--- config.mk ---
export PLATFORM = sky130hd
export DESIGN_NAME = alpm_match
export DESIGN_NICKNAME = d
export VERILOG_FILES = /design/src/alpm_flag_cmp.v /design/src/alpm_match.v /design/src/alpm_port_cmp.v
export VERILOG_INCLUDE_DIRS = /design/src
export SDC_FILE = /design/constraint.sdc
export NUM_CORES = 1
export LEC_CHECK = 0
export BUFFER_PORTS_ARGS = -buffer_cell sky130_fd_sc_hd__buf_2
export CAP_MARGIN = 20
export CELL_PAD_IN_SITES_DETAIL_PLACEMENT = 0
export CELL_PAD_IN_SITES_GLOBAL_PLACEMENT = 1
export CORE_MARGIN = 2
export CORE_UTILIZATION = 40
export DETAILED_ROUTE_END_ITERATION = 8
export MAX_ROUTING_LAYER = met4
export PLACE_DENSITY_LB_ADDON = 0.1
export SYNTH_ARGS = -nofsm -noshare
export SYNTH_HDL_FRONTEND = slang
export SYNTH_HIERARCHICAL = 1
export SYNTH_SLANG_ARGS = --single-unit
--- constraint.sdc ---
create_clock -name aclk -period 3.2 [get_ports aclk]
set_clock_uncertainty 0.05 [all_clocks]
set_input_delay 0.48 -clock aclk [delete_from_list [all_inputs] [get_ports aclk]]
set_output_delay 0.48 -clock aclk [all_outputs]
set_load 0.05 [all_outputs]
--- src/alpm_defs.vh ---
// constants for the access control entry port and tcp flag match block
`ifndef ALPM_DEFS_VH
`define ALPM_DEFS_VH

// ==========================================
// register byte offsets
`define ALPM_OFF_CTRL 4'h0
`define ALPM_OFF_EXACT 4'h4
`define ALPM_OFF_RANGE 4'h8
`define ALPM_OFF_STAT 4'hC

// ==========================================
// destination port modes
`define ALPM_PMODE_ANY 2'h0
`define ALPM_PMODE_EXACT 2'h1
`define ALPM_PMODE_RANGE 2'h2

// ==========================================
// flag settings, two bits per flag
`define ALPM_FLAG_CLEAR 2'h0
`define ALPM_FLAG_SET 2'h1
`define ALPM_FLAG_ANY 2'h2

// ==========================================
// field positions and resets
`define ALPM_CTRL_PMODE_LSB 0
`define ALPM_CTRL_FLAGS_LSB 2
`define ALPM_CTRL_RESET 32'h00000AA8
`define ALPM_RANGE_RESET 32'hFFFF0000
`define ALPM_RESP_OKAY 2'h0
`define ALPM_RESP_SLVERR 2'h2

`endif

--- src/alpm_flag_cmp.v ---
// tcp control flag comparator, fin syn psh ack urg
`timescale 1ns/100ps
`default_nettype none
`include "alpm_defs.vh"
module alpm_flag_cmp #(
    parameter NF = 5
) (
    // configuration, two bits per flag
    input wire [2*NF-1:0] flag_cfg,
    // frame fields
    input wire [NF-1:0] flags,
    input wire is_tcp,
    // result
    output wire flags_ok
);
    wire [NF-1:0] bit_ok;
    genvar i;
    generate
        for (i = 0; i < NF; i = i + 1) begin : g_flag
            wire [1:0] s = flag_cfg[2*i+1:2*i];
            assign bit_ok[i] = (s == `ALPM_FLAG_ANY) ||
                (s == `ALPM_FLAG_CLEAR && !flags[i]) ||
                (s == `ALPM_FLAG_SET && flags[i]);
        end
    endgenerate
    // non-tcp frames carry no flags to judge
    assign flags_ok = !is_tcp || (&bit_ok);
endmodule // alpm_flag_cmp
`default_nettype wire

--- src/alpm_match.v ---
// access control entry match block with axi4-lite configuration
`timescale 1ns/100ps
`default_nettype none
`include "alpm_defs.vh"
module alpm_match #(
    parameter PW = 16
) (
    // clock and reset
    input wire aclk,
    input wire aresetn,
    input wire clk_en,
    // axi4-lite write address
    input wire [3:0] s_axi_awaddr,
    input wire s_axi_awvalid,
    output reg s_axi_awready,
    // axi4-lite write data
    input wire [31:0] s_axi_wdata,
    input wire [3:0] s_axi_wstrb,
    input wire s_axi_wvalid,
    output reg s_axi_wready,
    // axi4-lite write response
    output reg [1:0] s_axi_bresp,
    output reg s_axi_bvalid,
    input wire s_axi_bready,
    // axi4-lite read address
    input wire [3:0] s_axi_araddr,
    input wire s_axi_arvalid,
    output reg s_axi_arready,
    // axi4-lite read data
    output reg [31:0] s_axi_rdata,
    output reg [1:0] s_axi_rresp,
    output reg s_axi_rvalid,
    input wire s_axi_rready,
    // parsed header from ingress
    input wire hdr_valid,
    input wire hdr_is_l4,
    input wire hdr_is_tcp,
    input wire [PW-1:0] hdr_dst_port,
    input wire [4:0] hdr_tcp_flags,
    // result
    output reg match_valid,
    output reg match_hit
);
    // ==========================================
    // configuration registers and hit and miss counters
    reg [31:0] ctrl;
    reg [31:0] exact;
    reg [31:0] range;
    reg [15:0] hit_count;
    reg [15:0] miss_count;

    // ==========================================
    // write channel, address and data taken in either order
    reg aw_held;
    reg w_held;
    reg [3:0] aw_addr;
    reg [31:0] w_data;
    reg [3:0] w_strb;
    wire [3:0] wa = aw_held ? aw_addr : s_axi_awaddr;
    wire [31:0] wd = w_held ? w_data : s_axi_wdata;
    wire [3:0] ws = w_held ? w_strb : s_axi_wstrb;
    wire have_aw = aw_held || (s_axi_awvalid && s_axi_awready);
    wire have_w = w_held || (s_axi_wvalid && s_axi_wready);
    wire do_write = have_aw && have_w && !s_axi_bvalid;
    wire wr_ok = (wa == `ALPM_OFF_CTRL) || (wa == `ALPM_OFF_EXACT) ||
        (wa == `ALPM_OFF_RANGE) || (wa == `ALPM_OFF_STAT);

    function [31:0] merge;
        input [31:0] old;
        input [31:0] nw;
        input [3:0] st;
        integer b;
        begin
            merge = old;
            for (b = 0; b < 4; b = b + 1)
                if (st[b])
                    merge[8*b +: 8] = nw[8*b +: 8];
        end
    endfunction

    // ==========================================
    // match datapath
    wire port_ok;
    wire flags_ok;
    alpm_port_cmp #(.PW(PW)) u_port (
        .port_mode(ctrl[`ALPM_CTRL_PMODE_LSB +: 2]),
        .exact_port(exact[PW-1:0]),
        .range_lo(range[PW-1:0]),
        .range_hi(range[16 +: PW]),
        .dst_port(hdr_dst_port),
        .port_ok(port_ok)
    );
    alpm_flag_cmp #(.NF(5)) u_flags (
        .flag_cfg(ctrl[`ALPM_CTRL_FLAGS_LSB +: 10]),
        .flags(hdr_tcp_flags),
        .is_tcp(hdr_is_tcp),
        .flags_ok(flags_ok)
    );
    // a port criterion other than don't-care needs an l4 header to compare
    wire port_need = ctrl[1:0] != `ALPM_PMODE_ANY;
    wire hit_now = (port_ok && (hdr_is_l4 || !port_need)) &&
        flags_ok;

    always @(posedge aclk) begin
        if (!aresetn) begin
            match_valid <= 1'b0;
            match_hit <= 1'b0;
        end else if (clk_en) begin
            match_valid <= hdr_valid;
            match_hit <= hdr_valid && hit_now;
        end
    end

    // ==========================================
    // register writes and hit and miss counters
    always @(posedge aclk) begin
        if (!aresetn) begin
            ctrl <= `ALPM_CTRL_RESET;
            exact <= 32'h00000000;
            range <= `ALPM_RANGE_RESET;
            hit_count <= 16'h0000;
            miss_count <= 16'h0000;
            aw_held <= 1'b0;
            w_held <= 1'b0;
            aw_addr <= 4'h0;
            w_data <= 32'h00000000;
            w_strb <= 4'h0;
            s_axi_awready <= 1'b0;
            s_axi_wready <= 1'b0;
            s_axi_bvalid <= 1'b0;
            s_axi_bresp <= `ALPM_RESP_OKAY;
        end else if (clk_en) begin
            s_axi_awready <= !have_aw && !s_axi_awready && !s_axi_bvalid;
            s_axi_wready <= !have_w && !s_axi_wready && !s_axi_bvalid;
            if (s_axi_awvalid && s_axi_awready) begin
                aw_held <= 1'b1;
                aw_addr <= s_axi_awaddr;
            end
            if (s_axi_wvalid && s_axi_wready) begin
                w_held <= 1'b1;
                w_data <= s_axi_wdata;
                w_strb <= s_axi_wstrb;
            end
            if (hdr_valid) begin
                if (hit_now)
                    hit_count <= hit_count + 16'h0001;
                else
                    miss_count <= miss_count + 16'h0001;
            end
            if (do_write) begin
                aw_held <= 1'b0;
                w_held <= 1'b0;
                s_axi_bvalid <= 1'b1;
                s_axi_bresp <= wr_ok ? `ALPM_RESP_OKAY : `ALPM_RESP_SLVERR;
                case (wa)
                    `ALPM_OFF_CTRL: ctrl <= merge(ctrl, wd, ws) &
                        32'h00000FFF;
                    `ALPM_OFF_EXACT: exact <= merge(exact, wd, ws) &
                        32'h0000FFFF;
                    `ALPM_OFF_RANGE: range <= merge(range, wd, ws);
                    // any write to status clears both counters
                    `ALPM_OFF_STAT: begin
                        hit_count <= 16'h0000;
                        miss_count <= 16'h0000;
                    end
                    default: ;
                endcase
            end else if (s_axi_bvalid && s_axi_bready) begin
                s_axi_bvalid <= 1'b0;
            end
        end
    end

    // ==========================================
    // read channel
    reg [31:0] rd_mux;
    always @* begin
        case (s_axi_araddr)
            `ALPM_OFF_CTRL: rd_mux = ctrl;
            `ALPM_OFF_EXACT: rd_mux = exact;
            `ALPM_OFF_RANGE: rd_mux = range;
            `ALPM_OFF_STAT: rd_mux = {miss_count, hit_count};
            default: rd_mux = 32'h00000000;
        endcase
    end

    always @(posedge aclk) begin
        if (!aresetn) begin
            s_axi_arready <= 1'b0;
            s_axi_rvalid <= 1'b0;
            s_axi_rdata <= 32'h00000000;
            s_axi_rresp <= `ALPM_RESP_OKAY;
        end else if (clk_en) begin
            s_axi_arready <= !s_axi_arready && !s_axi_rvalid &&
                s_axi_arvalid;
            if (s_axi_arvalid && s_axi_arready) begin
                s_axi_rvalid <= 1'b1;
                s_axi_rdata <= rd_mux;
                s_axi_rresp <= (s_axi_araddr[1:0] == 2'h0 &&
                    s_axi_araddr <= `ALPM_OFF_STAT) ?
                    `ALPM_RESP_OKAY : `ALPM_RESP_SLVERR;
            end else if (s_axi_rvalid && s_axi_rready) begin
                s_axi_rvalid <= 1'b0;
            end
        end
    end
endmodule // alpm_match
`default_nettype wire

--- src/alpm_port_cmp.v ---
// destination port comparator for one entry
`timescale 1ns/100ps
`default_nettype none
`include "alpm_defs.vh"
module alpm_port_cmp #(
    parameter PW = 16
) (
    // configuration
    input wire [1:0] port_mode,
    input wire [PW-1:0] exact_port,
    input wire [PW-1:0] range_lo,
    input wire [PW-1:0] range_hi,
    // frame field
    input wire [PW-1:0] dst_port,
    // result
    output reg port_ok
);
    always @* begin
        case (port_mode)
            `ALPM_PMODE_ANY: port_ok = 1'b1;
            `ALPM_PMODE_EXACT: port_ok = (dst_port == exact_port);
            // inclusive on both ends
            `ALPM_PMODE_RANGE: port_ok = (dst_port >= range_lo) &&
                (dst_port <= range_hi);
            // undefined mode code treated as never matching
            default: port_ok = 1'b0;
        endcase
    end
endmodule // alpm_port_cmp
`default_nettype wire
==> results of run 1 <==
routing by layer:
metal | up-vias | share of wire (%) | GRT usage (%)
met5 | - | 0 | -
met1 | 3555 | 52 | 35.14
met3 | 25 | 3.1 | 3.133
met2 | 154 | 43 | 34.48
met4 | 0 | 1.7 | 7.150
li1 | 3812 | - | -
cell usage after synthesis (3+ instances only):
cell type	number	area, µm²
sky130_fd_sc_hd__nor2b_4	3	41.29
sky130_fd_sc_hd__and3_1	5	31.28
sky130_fd_sc_hd__o211ai_1	3	22.52
sky130_fd_sc_hd__mux2_2	18	202.7
sky130_fd_sc_hd__clkbuf_1	36	135.1
sky130_fd_sc_hd__inv_1	36	135.1
sky130_fd_sc_hd__nand2_1	150	563.0
sky130_fd_sc_hd__a31oi_1	3	18.77
sky130_fd_sc_hd__and3b_1	3	26.28
sky130_fd_sc_hd__nand2b_1	4	25.02
sky130_fd_sc_hd__mux2i_1	40	400.4
sky130_fd_sc_hd__buf_2	13	65.06
sky130_fd_sc_hd__nor4_1	5	31.28
sky130_fd_sc_hd__xnor2_1	8	70.07
sky130_fd_sc_hd__nor3_1	12	60.06
sky130_fd_sc_hd__and4_1	4	35.03
sky130_fd_sc_hd__ha_1	34	425.4
sky130_fd_sc_hd__nor4_4	3	63.81
sky130_fd_sc_hd__nand4_1	15	93.84
sky130_fd_sc_hd__and2_1	3	18.77
sky130_fd_sc_hd__a21o_1	5	37.54
sky130_fd_sc_hd__xnor2_2	3	48.80
sky130_fd_sc_hd__nand3_1	69	345.3
sky130_fd_sc_hd__o21ai_0	45	225.2
sky130_fd_sc_hd__buf_1	8	30.03
sky130_fd_sc_hd__nor2b_1	3	18.77
sky130_fd_sc_hd__nor3b_1	4	30.03
sky130_fd_sc_hd__a21oi_1	71	355.3
sky130_fd_sc_hd__nor4bb_1	3	30.03
sky130_fd_sc_hd__nor2_1	80	300.3
sky130_fd_sc_hd__a221oi_1	13	113.9
sky130_fd_sc_hd__buf_4	4	30.03
sky130_fd_sc_hd__xor2_1	36	315.3
sky130_fd_sc_hd__o31a_1	17	148.9
sky130_fd_sc_hd__o21ai_1	8	40.04
sky130_fd_sc_hd__o31ai_1	3	22.52
sky130_fd_sc_hd__a22o_1	17	148.9
sky130_fd_sc_hd__dfxtp_1	175	3503
sky130_fd_sc_hd__a22oi_1	16	120.1
stage by stage:
step                      setup WS, ns  instances  setup TNS (ns)
after floorplan                 0.2383       1012               0
after global placement         -0.1773       1391         -0.7075
after detailed placement       -0.1834       1391         -0.9027
after CTS                      0.07656       1423               0
after global routing          -0.02447       1424        -0.03610
final                           0.1678       1424               0
worst min path at each step:
stage | startpoint | end | cells after the start
floorplan | w_data[0] | w_data[0] | 2
global placement | s_axi_rdata[5] | s_axi_rdata[5] | 2
detailed placement | s_axi_rdata[5] | s_axi_rdata[5] | 2
CTS | s_axi_wdata[10] | w_data[10] | 3
global route | s_axi_wdata[5] | w_data[5] | 3
finish | s_axi_wdata[20] | w_data[20] | 3
flip-flops by register name (all words and copies together) (netlist names), 4 cells and up:
signal and count:
ctrl 12, aw_addr 4, s_axi_rdata 32, exact 16
w_data 32, w_strb 4, range 32, miss_count 16
hit_count 16
timing repair:
| item | 4_1_cts | 5_1_grt |
|---|---|---|
| gates resized for setup | 0 | 19 |
| setup endpoints to repair | 0 | 19 |
| buffers inserted | 0 | 1 |
where the power goes:
group | total, mW | internal [mW] | switching [mW]
Clock | 2.14 | 1.12 | 1.02
Sequential | 2.22 | 2.20 | 0.0190
Combinational | 0.399 | 0.146 | 0.253
layout make-up:
class | instances | area share [%]
timing repair buffer | 168 | 9.563
tap | 275 | 3.304
inverter | 36 | 1.297
multi-input combinational | 738 | 46.38
sequential | 175 | 33.72
clock buffer | 17 | 4.085
clock inverter | 15 | 1.646
cell families (layout without fill, tap and decap cells):
logic type,count (synthesis),in the layout,share of synthesized area [%]
multiplexers,58,58,6.971
adder cells (fa/ha/maj),34,34,4.918
AND/OR/NAND/NOR,380,380,21.43
buffers and inverters,99,236,4.831
AO/OA/AOI/OAI,217,217,16.29
XOR/XNOR,47,47,5.019
flip-flops,175,175,40.50
other,1,2,0.04335
worst max-delay path, cell delays in order (launching register included):
cell	delay (ns)
sky130_fd_sc_hd__dfxtp_2	0.32
sky130_fd_sc_hd__inv_1	0.13
sky130_fd_sc_hd__ha_1	0.27
sky130_fd_sc_hd__nand4_1	0.15
sky130_fd_sc_hd__nor2_1	0.08
sky130_fd_sc_hd__a221o_1	0.31
sky130_fd_sc_hd__o311a_1	0.36
sky130_fd_sc_hd__a211oi_2	0.27
sky130_fd_sc_hd__nand4_1	0.21
sky130_fd_sc_hd__nor3_1	0.26
sky130_fd_sc_hd__buf_4	0.19
sky130_fd_sc_hd__nand4_1	0.12
sky130_fd_sc_hd__xor2_1	0.15
sky130_fd_sc_hd__nor2_1	0.05
==> impl_results.rst, run 1 <==
.. list-table::
   :header-rows: 1

   * - Metric
     - Value
   * - Register cell area after layout
     - 3512 µm²
   * - TritonCTS clock tree
     - built
   * - Width of the die
     - 151.1 µm
   * - Buffers added on ports
     - 116
   * - Startpoint types
     - flip-flop
   * - Critical Path Source
     - range[26]
   * - # rows
     - 53
   * - Sequential area share after synthesis
     - 40.50%
   * - Placeable core area
     - 21150 µm²
   * - Final wirelength
     - 26240 µm
   * - Die Footprint
     - 22820 µm²
   * - Via/cell ratio
     - 5.299
   * - Syn Area/Cell
     - 8.557 µm²
   * - Quantity of hold-fixing buffers added after cts
     - 0
   * - Top Ports
     - 119
   * - IR Drop Worst-Case VDD
     - 0.0003406 V
   * - Post-route cell area
     - 10420 µm²
   * - Required time of the critical path
     - 3.47 ns
   * - Max Slew Vio Count
     - 0
   * - Shortest clock period the worst path allows after layout
     - 3.032 ns
   * - Count of nets after finishing
     - 1246
   * - Total of fill cells in the finished design
     - 2090
   * - Number of global-route vias before repair
     - 7158
   * - Starting Density
     - 40.89%
   * - Footprint of the multi-input gates
     - 4831 µm²
   * - Level count of the clock H-tree
     - 4
   * - Share of async-settable or async-resettable flops after synthesis
     - 0%
   * - Count of final setup violators
     - 0
   * - Leading cell type in the layout, fill and taps excluded
     - sky130_fd_sc_hd__dfxtp_1
   * - Critical path class
     - reg2reg
   * - CTS root buf
     - sky130_fd_sc_hd__clkbuf_16
   * - Number of antenna violations at the first check in global routing
     - 0
   * - Largest net degree at the start of global routing
     - 83
   * - Headroom to the max-slew limit
     - 40.84%
   * - Reg2reg setup slack
     - 0.17 ns
   * - Total power after layout
     - 4.755 mW
   * - Depth of the worst register-to-register path
     - 13
   * - Clock-pin transition on the worst setup and hold timing paths
     - 0.08 ns
   * - Number of synthesized flops with an enable pin
     - 0
   * - FF+latch count, synth
     - 175
   * - Cts bufs inserted
     - 17
   * - Share of final-layout standard cells stronger than drive strength 1
     - 22.54%
   * - Highest clock rate
     - 0.3298 GHz
   * - Area after detailed placement
     - 9742 µm²
   * - Drc violations
     - 0
   * - Count of endpoints failing hold in the final timing report
     - 0
   * - Utilization after layout
     - 49.23%
   * - Critical-path maximum fanout
     - 7
   * - Distinct cell type count of the synthesized netlist
     - 66
   * - Dominant register cell in the synthesized netlist
     - sky130_fd_sc_hd__dfxtp_1
   * - PwrDens
     - 456.6 nW/µm²
   * - Number of antenna cells inserted
     - 0
   * - Syn. warnings
     - 6
   * - Number of vias after detailed routing
     - 7546
   * - DPL Wire Length
     - 19490 µm
   * - Weighted congestion at the end of routability-driven global placement
     - 0.8944
   * - Unrepaired setup endpoints after global routing
     - true
   * - Number of cells produced by synthesis
     - 1011
   * - Outcome
     - complete, no violations
   * - Drt first pass iters
     - 5
   * - Buffer depth of the longest clock path
     - 2
   * - Number of routed nets with antenna violations
     - 0
   * - GRT Resource Usage Total
     - 24.03%
   * - Path class of the lowest-slack min-delay path
     - in2reg
   * - Netlist area before placement
     - 8651 µm²
   * - Die Span Y
     - 151.1 µm
   * - Startpoint of the most critical register-to-register path
     - range[26]
   * - Most frequent cells in the layout
     - 168 x sky130_fd_sc_hd__dfxtp_1, 150 x sky130_fd_sc_hd__nand2_1, 116 x sky130_fd_sc_hd__buf_2
   * - Worst Hold Margin
     - 0.2313 ns
   * - Post-route fraction of the period consumed by the critical path
     - 94.76%
   * - Clock Sinks
     - 175
   * - Reg-to-reg endpoint
     - hit_count[5]
   * - Worst setup EP type
     - flip-flop
   * - Detailed router's first-iteration violation count
     - 421
   * - Data arrival time at the worst-slack endpoint
     - 3.30 ns
   * - P_leak
     - 4.193 nW
   * - Max capacitance violation total
     - 0
   * - Endpoint of the worst setup timing path
     - hit_count[5]
   * - Worst slew pin tran
     - 0.8836 ns
   * - Worst-Skew Late Latency
     - 0.44 ns
   * - Post-DR wirelength/cell
     - 18.43 µm
   * - Area growth from synthesis to final layout
     - 20.39%
   * - Total congestion overflow
     - 0
   * - First-pass GRT wire length
     - 40810 µm
(Power assumes the default switching activity.)
==> run 2: changes to the inputs <==
- PLACE_DENSITY: default -> 0.76
- PLACE_DENSITY_LB_ADDON: 0.1 -> default
==> run 2 against run 1 <==
  * Register-to-register slack worse by 0.04 ns
  * Sequential power about the same
  * Count of clock-buffer cells in the layout up 3
  * Core utilization down 0.26 points
  * Sequential cell count unchanged
  * Critical path depth down 1
  * Largest power group unchanged
  * Highest routed layer unchanged
==> impl_results.rst, run 2 (synthesis gave the netlist of run 1 again) <==
.. list-table::
   :header-rows: 1

   * - Metric
     - Value
   * - GRT Resource Usage Total
     - 23.35%
   * - Count of nets after finishing
     - 1241
   * - IR Drop Worst-Case VDD
     - 0.0003392 V
   * - Count of endpoints failing hold in the final timing report
     - 0
   * - Clock-pin transition on the worst setup and hold timing paths
     - 0.07 ns
   * - Path class of the lowest-slack min-delay path
     - in2reg
   * - Total power after layout
     - 4.724 mW
   * - Headroom to the max-slew limit
     - 37.41%
   * - Number of standard cells in the final layout excluding fillers
     - 1419
   * - Starting Density
     - 40.89%
   * - Max Slew Vio Count
     - 0
   * - Crit path max-delay cell type
     - sky130_fd_sc_hd__or4b_1
   * - Cell-by-cell trace of the critical path
     - inv_2, ha_1, nand4_1, nor2_1, a221o_1, o311a_1, a211oi_2, and2_2, buf_4, nand4_2, or4b_1, nand3_1
   * - Level count of the clock H-tree
     - 4
   * - Quantity of hold-fixing buffers added after cts
     - 0
   * - Buf+Inv Stages, Crit Path
     - 2
   * - Die Footprint
     - 22820 µm²
   * - Shortest clock period the worst path allows after layout
     - 3.070 ns
   * - Number of global-route vias before repair
     - 7121
   * - Detailed router's first-iteration violation count
     - 588
   * - # rows
     - 53
   * - Worst slew pin tran
     - 0.9374 ns
   * - Drt first pass iters
     - 5
   * - Via/cell ratio
     - 5.331
   * - Cts bufs inserted
     - 17
   * - Critical path class
     - reg2reg
   * - Post-route cell area
     - 10360 µm²
   * - Area growth from synthesis to final layout
     - 19.76%
   * - Most frequent cells in the layout
     - 165 x sky130_fd_sc_hd__dfxtp_1, 150 x sky130_fd_sc_hd__nand2_1, 116 x sky130_fd_sc_hd__buf_2
   * - Worst setup EP type
     - flip-flop
   * - First-pass GRT wire length
     - 39550 µm
   * - Cell Count Post-Placement
     - 1382
   * - Max capacitance violation total
     - 0
   * - Area after detailed placement
     - 9662 µm²
   * - Startpoint types
     - flip-flop
   * - Largest net degree at the start of global routing
     - 63
   * - Highest clock rate
     - 0.3258 GHz
   * - Top Ports
     - 119
   * - Leading cell type in the layout, fill and taps excluded
     - sky130_fd_sc_hd__dfxtp_1
   * - Data arrival time at the worst-slack endpoint
     - 3.40 ns
   * - Footprint of the multi-input gates
     - 4835 µm²
   * - Buffer depth of the longest clock path
     - 2
   * - Buffers added on ports
     - 116
   * - CTS root buf
     - sky130_fd_sc_hd__clkbuf_16
   * - Number of antenna violations at the first check in global routing
     - 0
   * - Outcome
     - complete, no violations
   * - Required time of the critical path
     - 3.53 ns
   * - Biggest cell delay along the critical path
     - 0.53 ns
   * - Kind of cell adding the most delay to the critical path
     - simple AND/OR/NAND/NOR gates
   * - Critical-path maximum fanout
     - 4
   * - Register cell area after layout
     - 3516 µm²
   * - Width of the die
     - 151.1 µm
   * - Post-route fraction of the period consumed by the critical path
     - 95.93%
   * - P_leak
     - 4.144 nW
   * - Worst-Skew Late Latency
     - 0.44 ns
   * - Placeable core area
     - 21150 µm²
   * - Post-DR wirelength/cell
     - 17.79 µm
   * - Weighted congestion at the end of routability-driven global placement
     - 0.9495
   * - TritonCTS clock tree
     - built
   * - Number of antenna cells inserted
     - 0
   * - Total of fill cells in the finished design
     - 2060
   * - Total congestion overflow
     - 0
   * - Reg2reg setup slack
     - 0.13 ns
   * - Number of vias after detailed routing
     - 7564
   * - Worst Hold Margin
     - 0.2367 ns
   * - Final wirelength
     - 25250 µm
   * - Share of final-layout standard cells stronger than drive strength 1
     - 22.38%
   * - PwrDens
     - 456.0 nW/µm²
   * - Utilization after layout
     - 48.97%
   * - Drc violations
     - 0
   * - Clock Sinks
     - 175
   * - Die Span Y
     - 151.1 µm
   * - Largest registers
     - range: 32 flops, s_axi_rdata: 32 flops, w_data: 32 flops
   * - Number of routed nets with antenna violations
     - 0
   * - DPL Wire Length
     - 18820 µm
   * - Count of final setup violators
     - 0
==> run 2: cell count changes in the layout (fill, tap and decap cells not counted), sizes merged <==
cell,change
clkbuf,+3
buf,-5
clkinv,-2
inv,-6
bufinv,+1
clkinvlp,+4
==> run 2: report_power, final <==
| part | internal (mW) | switching, mW | total, mW |
|---|---|---|---|
| sequential | 2.20 | 0.0189 | 2.22 |
| combinational | 0.144 | 0.245 | 0.388 |
| clock | 1.18 | 0.940 | 2.12 |
==> run 2: final timing paths <==
path | from | endpoint | depth (start not counted)
setup / recovery | range[24] | hit_count[12] | 12
hold / removal | s_axi_wstrb[1] | w_strb[1] | 3
setup reg to reg | range[24] | hit_count[12] | 12
hold reg to reg | s_axi_rdata[3] | s_axi_rdata[3] | 2
==> run 2: area by class of cell <==
class	count	area share [%]
clock buffer	20	4.312
inverter	36	1.304
tap	275	3.321
timing repair buffer	163	9.130
multi-input combinational	738	46.67
sequential	175	33.94
clock inverter	12	1.329
==> run 2: per-stage QoR <==
| stage | TNS, ns | setup WS (ns) |
|---|---|---|
| 6_report | 0 | 0.1303 |
| 5_1_grt | -0.07842 | -0.05113 |
| 4_1_cts | 0 | 0.03314 |
| 3_5_place_dp | -0.2230 | -0.07754 |
| 3_3_place_gp | -0.1002 | -0.06663 |
| 2_1_floorplan | 0 | 0.2383 |
==> run 2: what timing repair did <==
item,CTS,global route
buffers inserted,0,5
endpoints found under the setup margin,0,23
gates resized for setup,0,24
==> run 2: tightest hold or removal path, delay by kind of cell <==
family,cells,cell delay (ns)
AOI/OAI and AO/OA,1,0.05
buffers and inverters,1,0.10
and+or+nand+nor,1,0.05
==> run 2: layer usage <==
| layer | up-vias | GRT usage (%) | share of wire, % |
|---|---|---|---|
| li1 | 3811 | - | - |
| met1 | 3563 | 34.26 | 51 |
| met2 | 167 | 33.59 | 44 |
| met3 | 23 | 2.651 | 3.8 |
| met4 | 0 | 7.150 | 1.7 |
| met5 | - | - | 0 |
==> run 3: changes to the inputs <==
- CELL_PAD_IN_SITES_GLOBAL_PLACEMENT: 1 -> 2
- CORE_MARGIN: 2 -> 1
- CORE_UTILIZATION: 40 -> 35
- PLACE_DENSITY: 0.76 -> 0.81
==> run 3 against run 2 <==
  * The flow now finishes with violations (design-rule violations)
  * Die area increased by 11%
  * Fmax about the same
  * Sequential cell count unchanged
  * Setup slack about the same
  * Sequential share of layout area decreased by 0.22 points
  * Combinational power increased by 1%
  * Global-route usage decreased by 1.6 points
  * First-iteration DRC count decreased by 14%
  * Core utilization decreased by 6.1 points
  * Non-clock buffer count increased by 4
  * Count of clock-buffer cells in the layout increased by 2
  * Register-to-register slack about the same
==> impl_results.rst, run 3 (synthesis gave the netlist of run 1 again) <==
.. list-table::
   :header-rows: 1

   * - Metric
     - Value
   * - Outcome
     - finished, violations left
   * - Violated checks
     - design-rule violations
   * - Starting Density
     - 35.68%
   * - DPL Wire Length
     - 19910 µm
   * - Path class of the lowest-slack min-delay path
     - in2reg
   * - PwrDens
     - 460.4 nW/µm²
   * - Top Layer Used
     - met4
   * - Cell Count Post-Placement
     - 1440
   * - Total congestion overflow
     - 0
   * - Placeable core area
     - 24250 µm²
   * - Die Span Y
     - 159.2 µm
   * - Worst-Skew Late Latency
     - 0.44 ns
   * - Crit path max-delay cell type
     - sky130_fd_sc_hd__or4b_1
   * - Share of final-layout standard cells stronger than drive strength 1
     - 21.17%
   * - Clock Sinks
     - 175
   * - Max capacitance violation total
     - 0
   * - Critical-path maximum fanout
     - 4
   * - Met1 Routed Length
     - 13530 µm
   * - Die Footprint
     - 25350 µm²
   * - Clock-pin transition on the worst setup and hold timing paths
     - 0.07 ns
   * - Leading cell type in the layout, fill and taps excluded
     - sky130_fd_sc_hd__dfxtp_1
   * - Post-route fraction of the period consumed by the critical path
     - 95.92%
   * - Level count of the clock H-tree
     - 4
   * - Critical path class
     - reg2reg
   * - Net switching component of the power
     - 1.198 mW
   * - Final TNS setup
     - 0 ns
   * - Unrepaired setup endpoints after global routing
     - false
   * - Count of endpoints failing hold in the final timing report
     - 0
   * - Top Ports
     - 119
   * - Number of vias after detailed routing
     - 7636
   * - Post-DR wirelength/cell
     - 17.93 µm
   * - GRT Resource Usage Total
     - 21.76%
   * - Worst slew pin tran
     - 0.8264 ns
   * - Number of antenna violations at the first check in global routing
     - 0
   * - Worst setup EP type
     - flip-flop
   * - P_leak
     - 4.208 nW
   * - Internal power component
     - 3.589 mW
   * - Number of antenna cells inserted
     - 0
   * - Buffer depth of the longest clock path
     - 2
   * - Area growth from synthesis to final layout
     - 20.21%
   * - Area after detailed placement
     - 9778 µm²
   * - Biggest cell delay along the critical path
     - 0.52 ns
   * - Largest registers
     - range: 32 flops, s_axi_rdata: 32 flops, w_data: 32 flops
   * - Post-CTS setup repair buffer count
     - 0
   * - Post-route cell area
     - 10400 µm²
   * - Most frequent cells in the layout
     - 173 x sky130_fd_sc_hd__dfxtp_1, 150 x sky130_fd_sc_hd__nand2_1, 116 x sky130_fd_sc_hd__buf_2
   * - Number of standard cells in the final layout excluding fillers
     - 1472
   * - Width of the die
     - 159.2 µm
   * - Sw Ratio
     - 25.03%
   * - Max Slew Vio Count
     - 0
   * - Number of routed nets with antenna violations
     - 0
   * - Length of routed met2 wiring
     - 11520 µm
   * - Share of power burned in the clock network
     - 45.5%
   * - Drc violations
     - 2
   * - Weighted congestion at the end of routability-driven global placement
     - 0.8689
   * - Headroom to the max-slew limit
     - 44.49%
   * - WL met3
     - 829 µm
   * - Drt first pass iters
     - 7
   * - Largest net degree at the start of global routing
     - 59
   * - Data arrival time at the worst-slack endpoint
     - 3.40 ns
   * - CTS root buf
     - sky130_fd_sc_hd__clkbuf_16
   * - Count of nets after finishing
     - 1245
   * - First-pass GRT wire length
     - 41340 µm
   * - Required time of the critical path
     - 3.53 ns
   * - Final wirelength
     - 26390 µm
   * - Comb pwr share
     - 8.2%
   * - Cell-by-cell trace of the critical path
     - inv_1, ha_1, a21oi_1, o21ai_0, a221o_1, o311a_1, a211oi_2, and2_4, buf_4, nand4_2, or4b_1, nand3_1
   * - Shortest clock period the worst path allows after layout
     - 3.070 ns
   * - Buffers added on ports
     - 116
   * - Count of final setup violators
     - 0
   * - Number of global-route vias before repair
     - 7174
   * - Startpoint types
     - flip-flop
   * - Proportion of power drawn by flip-flops and latches
     - 46.3%
   * - IR Drop Worst-Case VDD
     - 0.0002371 V
   * - Highest clock rate
     - 0.3258 GHz
   * - TritonCTS clock tree
     - built
   * - # rows
     - 57
   * - Detailed router's first-iteration violation count
     - 504
   * - Cts bufs inserted
     - 17
   * - Via/cell ratio
     - 5.188
==> run 3: cell types whose count changed in the layout (fill, tap and decap cells not counted), moves of 3 or more <==
cell / delta
sky130_fd_sc_hd__buf_4: +5
sky130_fd_sc_hd__clkbuf_8: +3
sky130_fd_sc_hd__clkinvlp_4: -3
sky130_fd_sc_hd__dfxtp_1: +8
sky130_fd_sc_hd__dfxtp_2: -8
sky130_fd_sc_hd__ha_1: +3
sky130_fd_sc_hd__ha_4: -3
sky130_fd_sc_hd__inv_1: +5
sky130_fd_sc_hd__inv_2: -5
==> run 3: repair_timing <==
action	CTS	global route
hold buffers	0	0
gates resized for setup	0	4
hold endpoints to repair	0	0
endpoints found under the setup margin	0	11
==> run 3: layout make-up <==
type,count,area (µm²)
Clock buffer,22,484.2
Multi-Input combinational cell,738,4777
Timing Repair Buffer,167,963.4
Fill cell,2454,13850
Clock inverter,10,127.6
Inverter,36,135.1
Tap cell,324,405.4
Sequential cell,175,3506
==> run 3: metrics by stage <==
step	total power [mW]	hold WS, ns	util [%]	setup WS (ns)
after floorplan	2.499	0.3829	-	0.2383
after global placement	2.662	0.3816	40.33	-0.09348
after detailed placement	2.661	0.3878	40.33	-0.08658
after CTS	4.823	0.2236	42.85	0.08127
after global routing	4.963	0.2330	42.88	0.002008
final	4.787	0.2304	42.88	0.1305
==> run 3: critical path, delay by kind of cell, from the launching register on <==
kind            cells  cell delay, ns
buf+inv             2            0.19
fa+ha+maj           1            0.35
flops               1            0.33
compound gates      5            1.18
simple gates        4            0.92
==> run 3: path summary, 6_finish.rpt <==
check                       start              end  slack, ns  cells after the start
setup / recovery        range[23]    hit_count[12]       0.13                     12
hold / removal     s_axi_wdata[6]        w_data[6]       0.23                      3
setup reg to reg        range[23]    hit_count[12]       0.13                     12
hold reg to reg   s_axi_rdata[15]  s_axi_rdata[15]       0.40                      2
==> run 3: per-layer routing <==
metal	global-route usage (%)	up-vias
met5	-	-
met4	6.731	0
met3	2.891	28
met2	31.74	160
met1	30.99	3633
li1	-	3815
==> run 3: power groups by stage <==
| stage | clock network [mW] | logic, mW | registers, mW |
|---|---|---|---|
| floorplan | 0 | 0.216 | 2.28 |
| global placement | 0 | 0.394 | 2.27 |
| detailed placement | 0 | 0.393 | 2.27 |
| CTS | 2.21 | 0.395 | 2.22 |
| global route | 2.31 | 0.431 | 2.22 |
| finish | 2.18 | 0.393 | 2.22 |
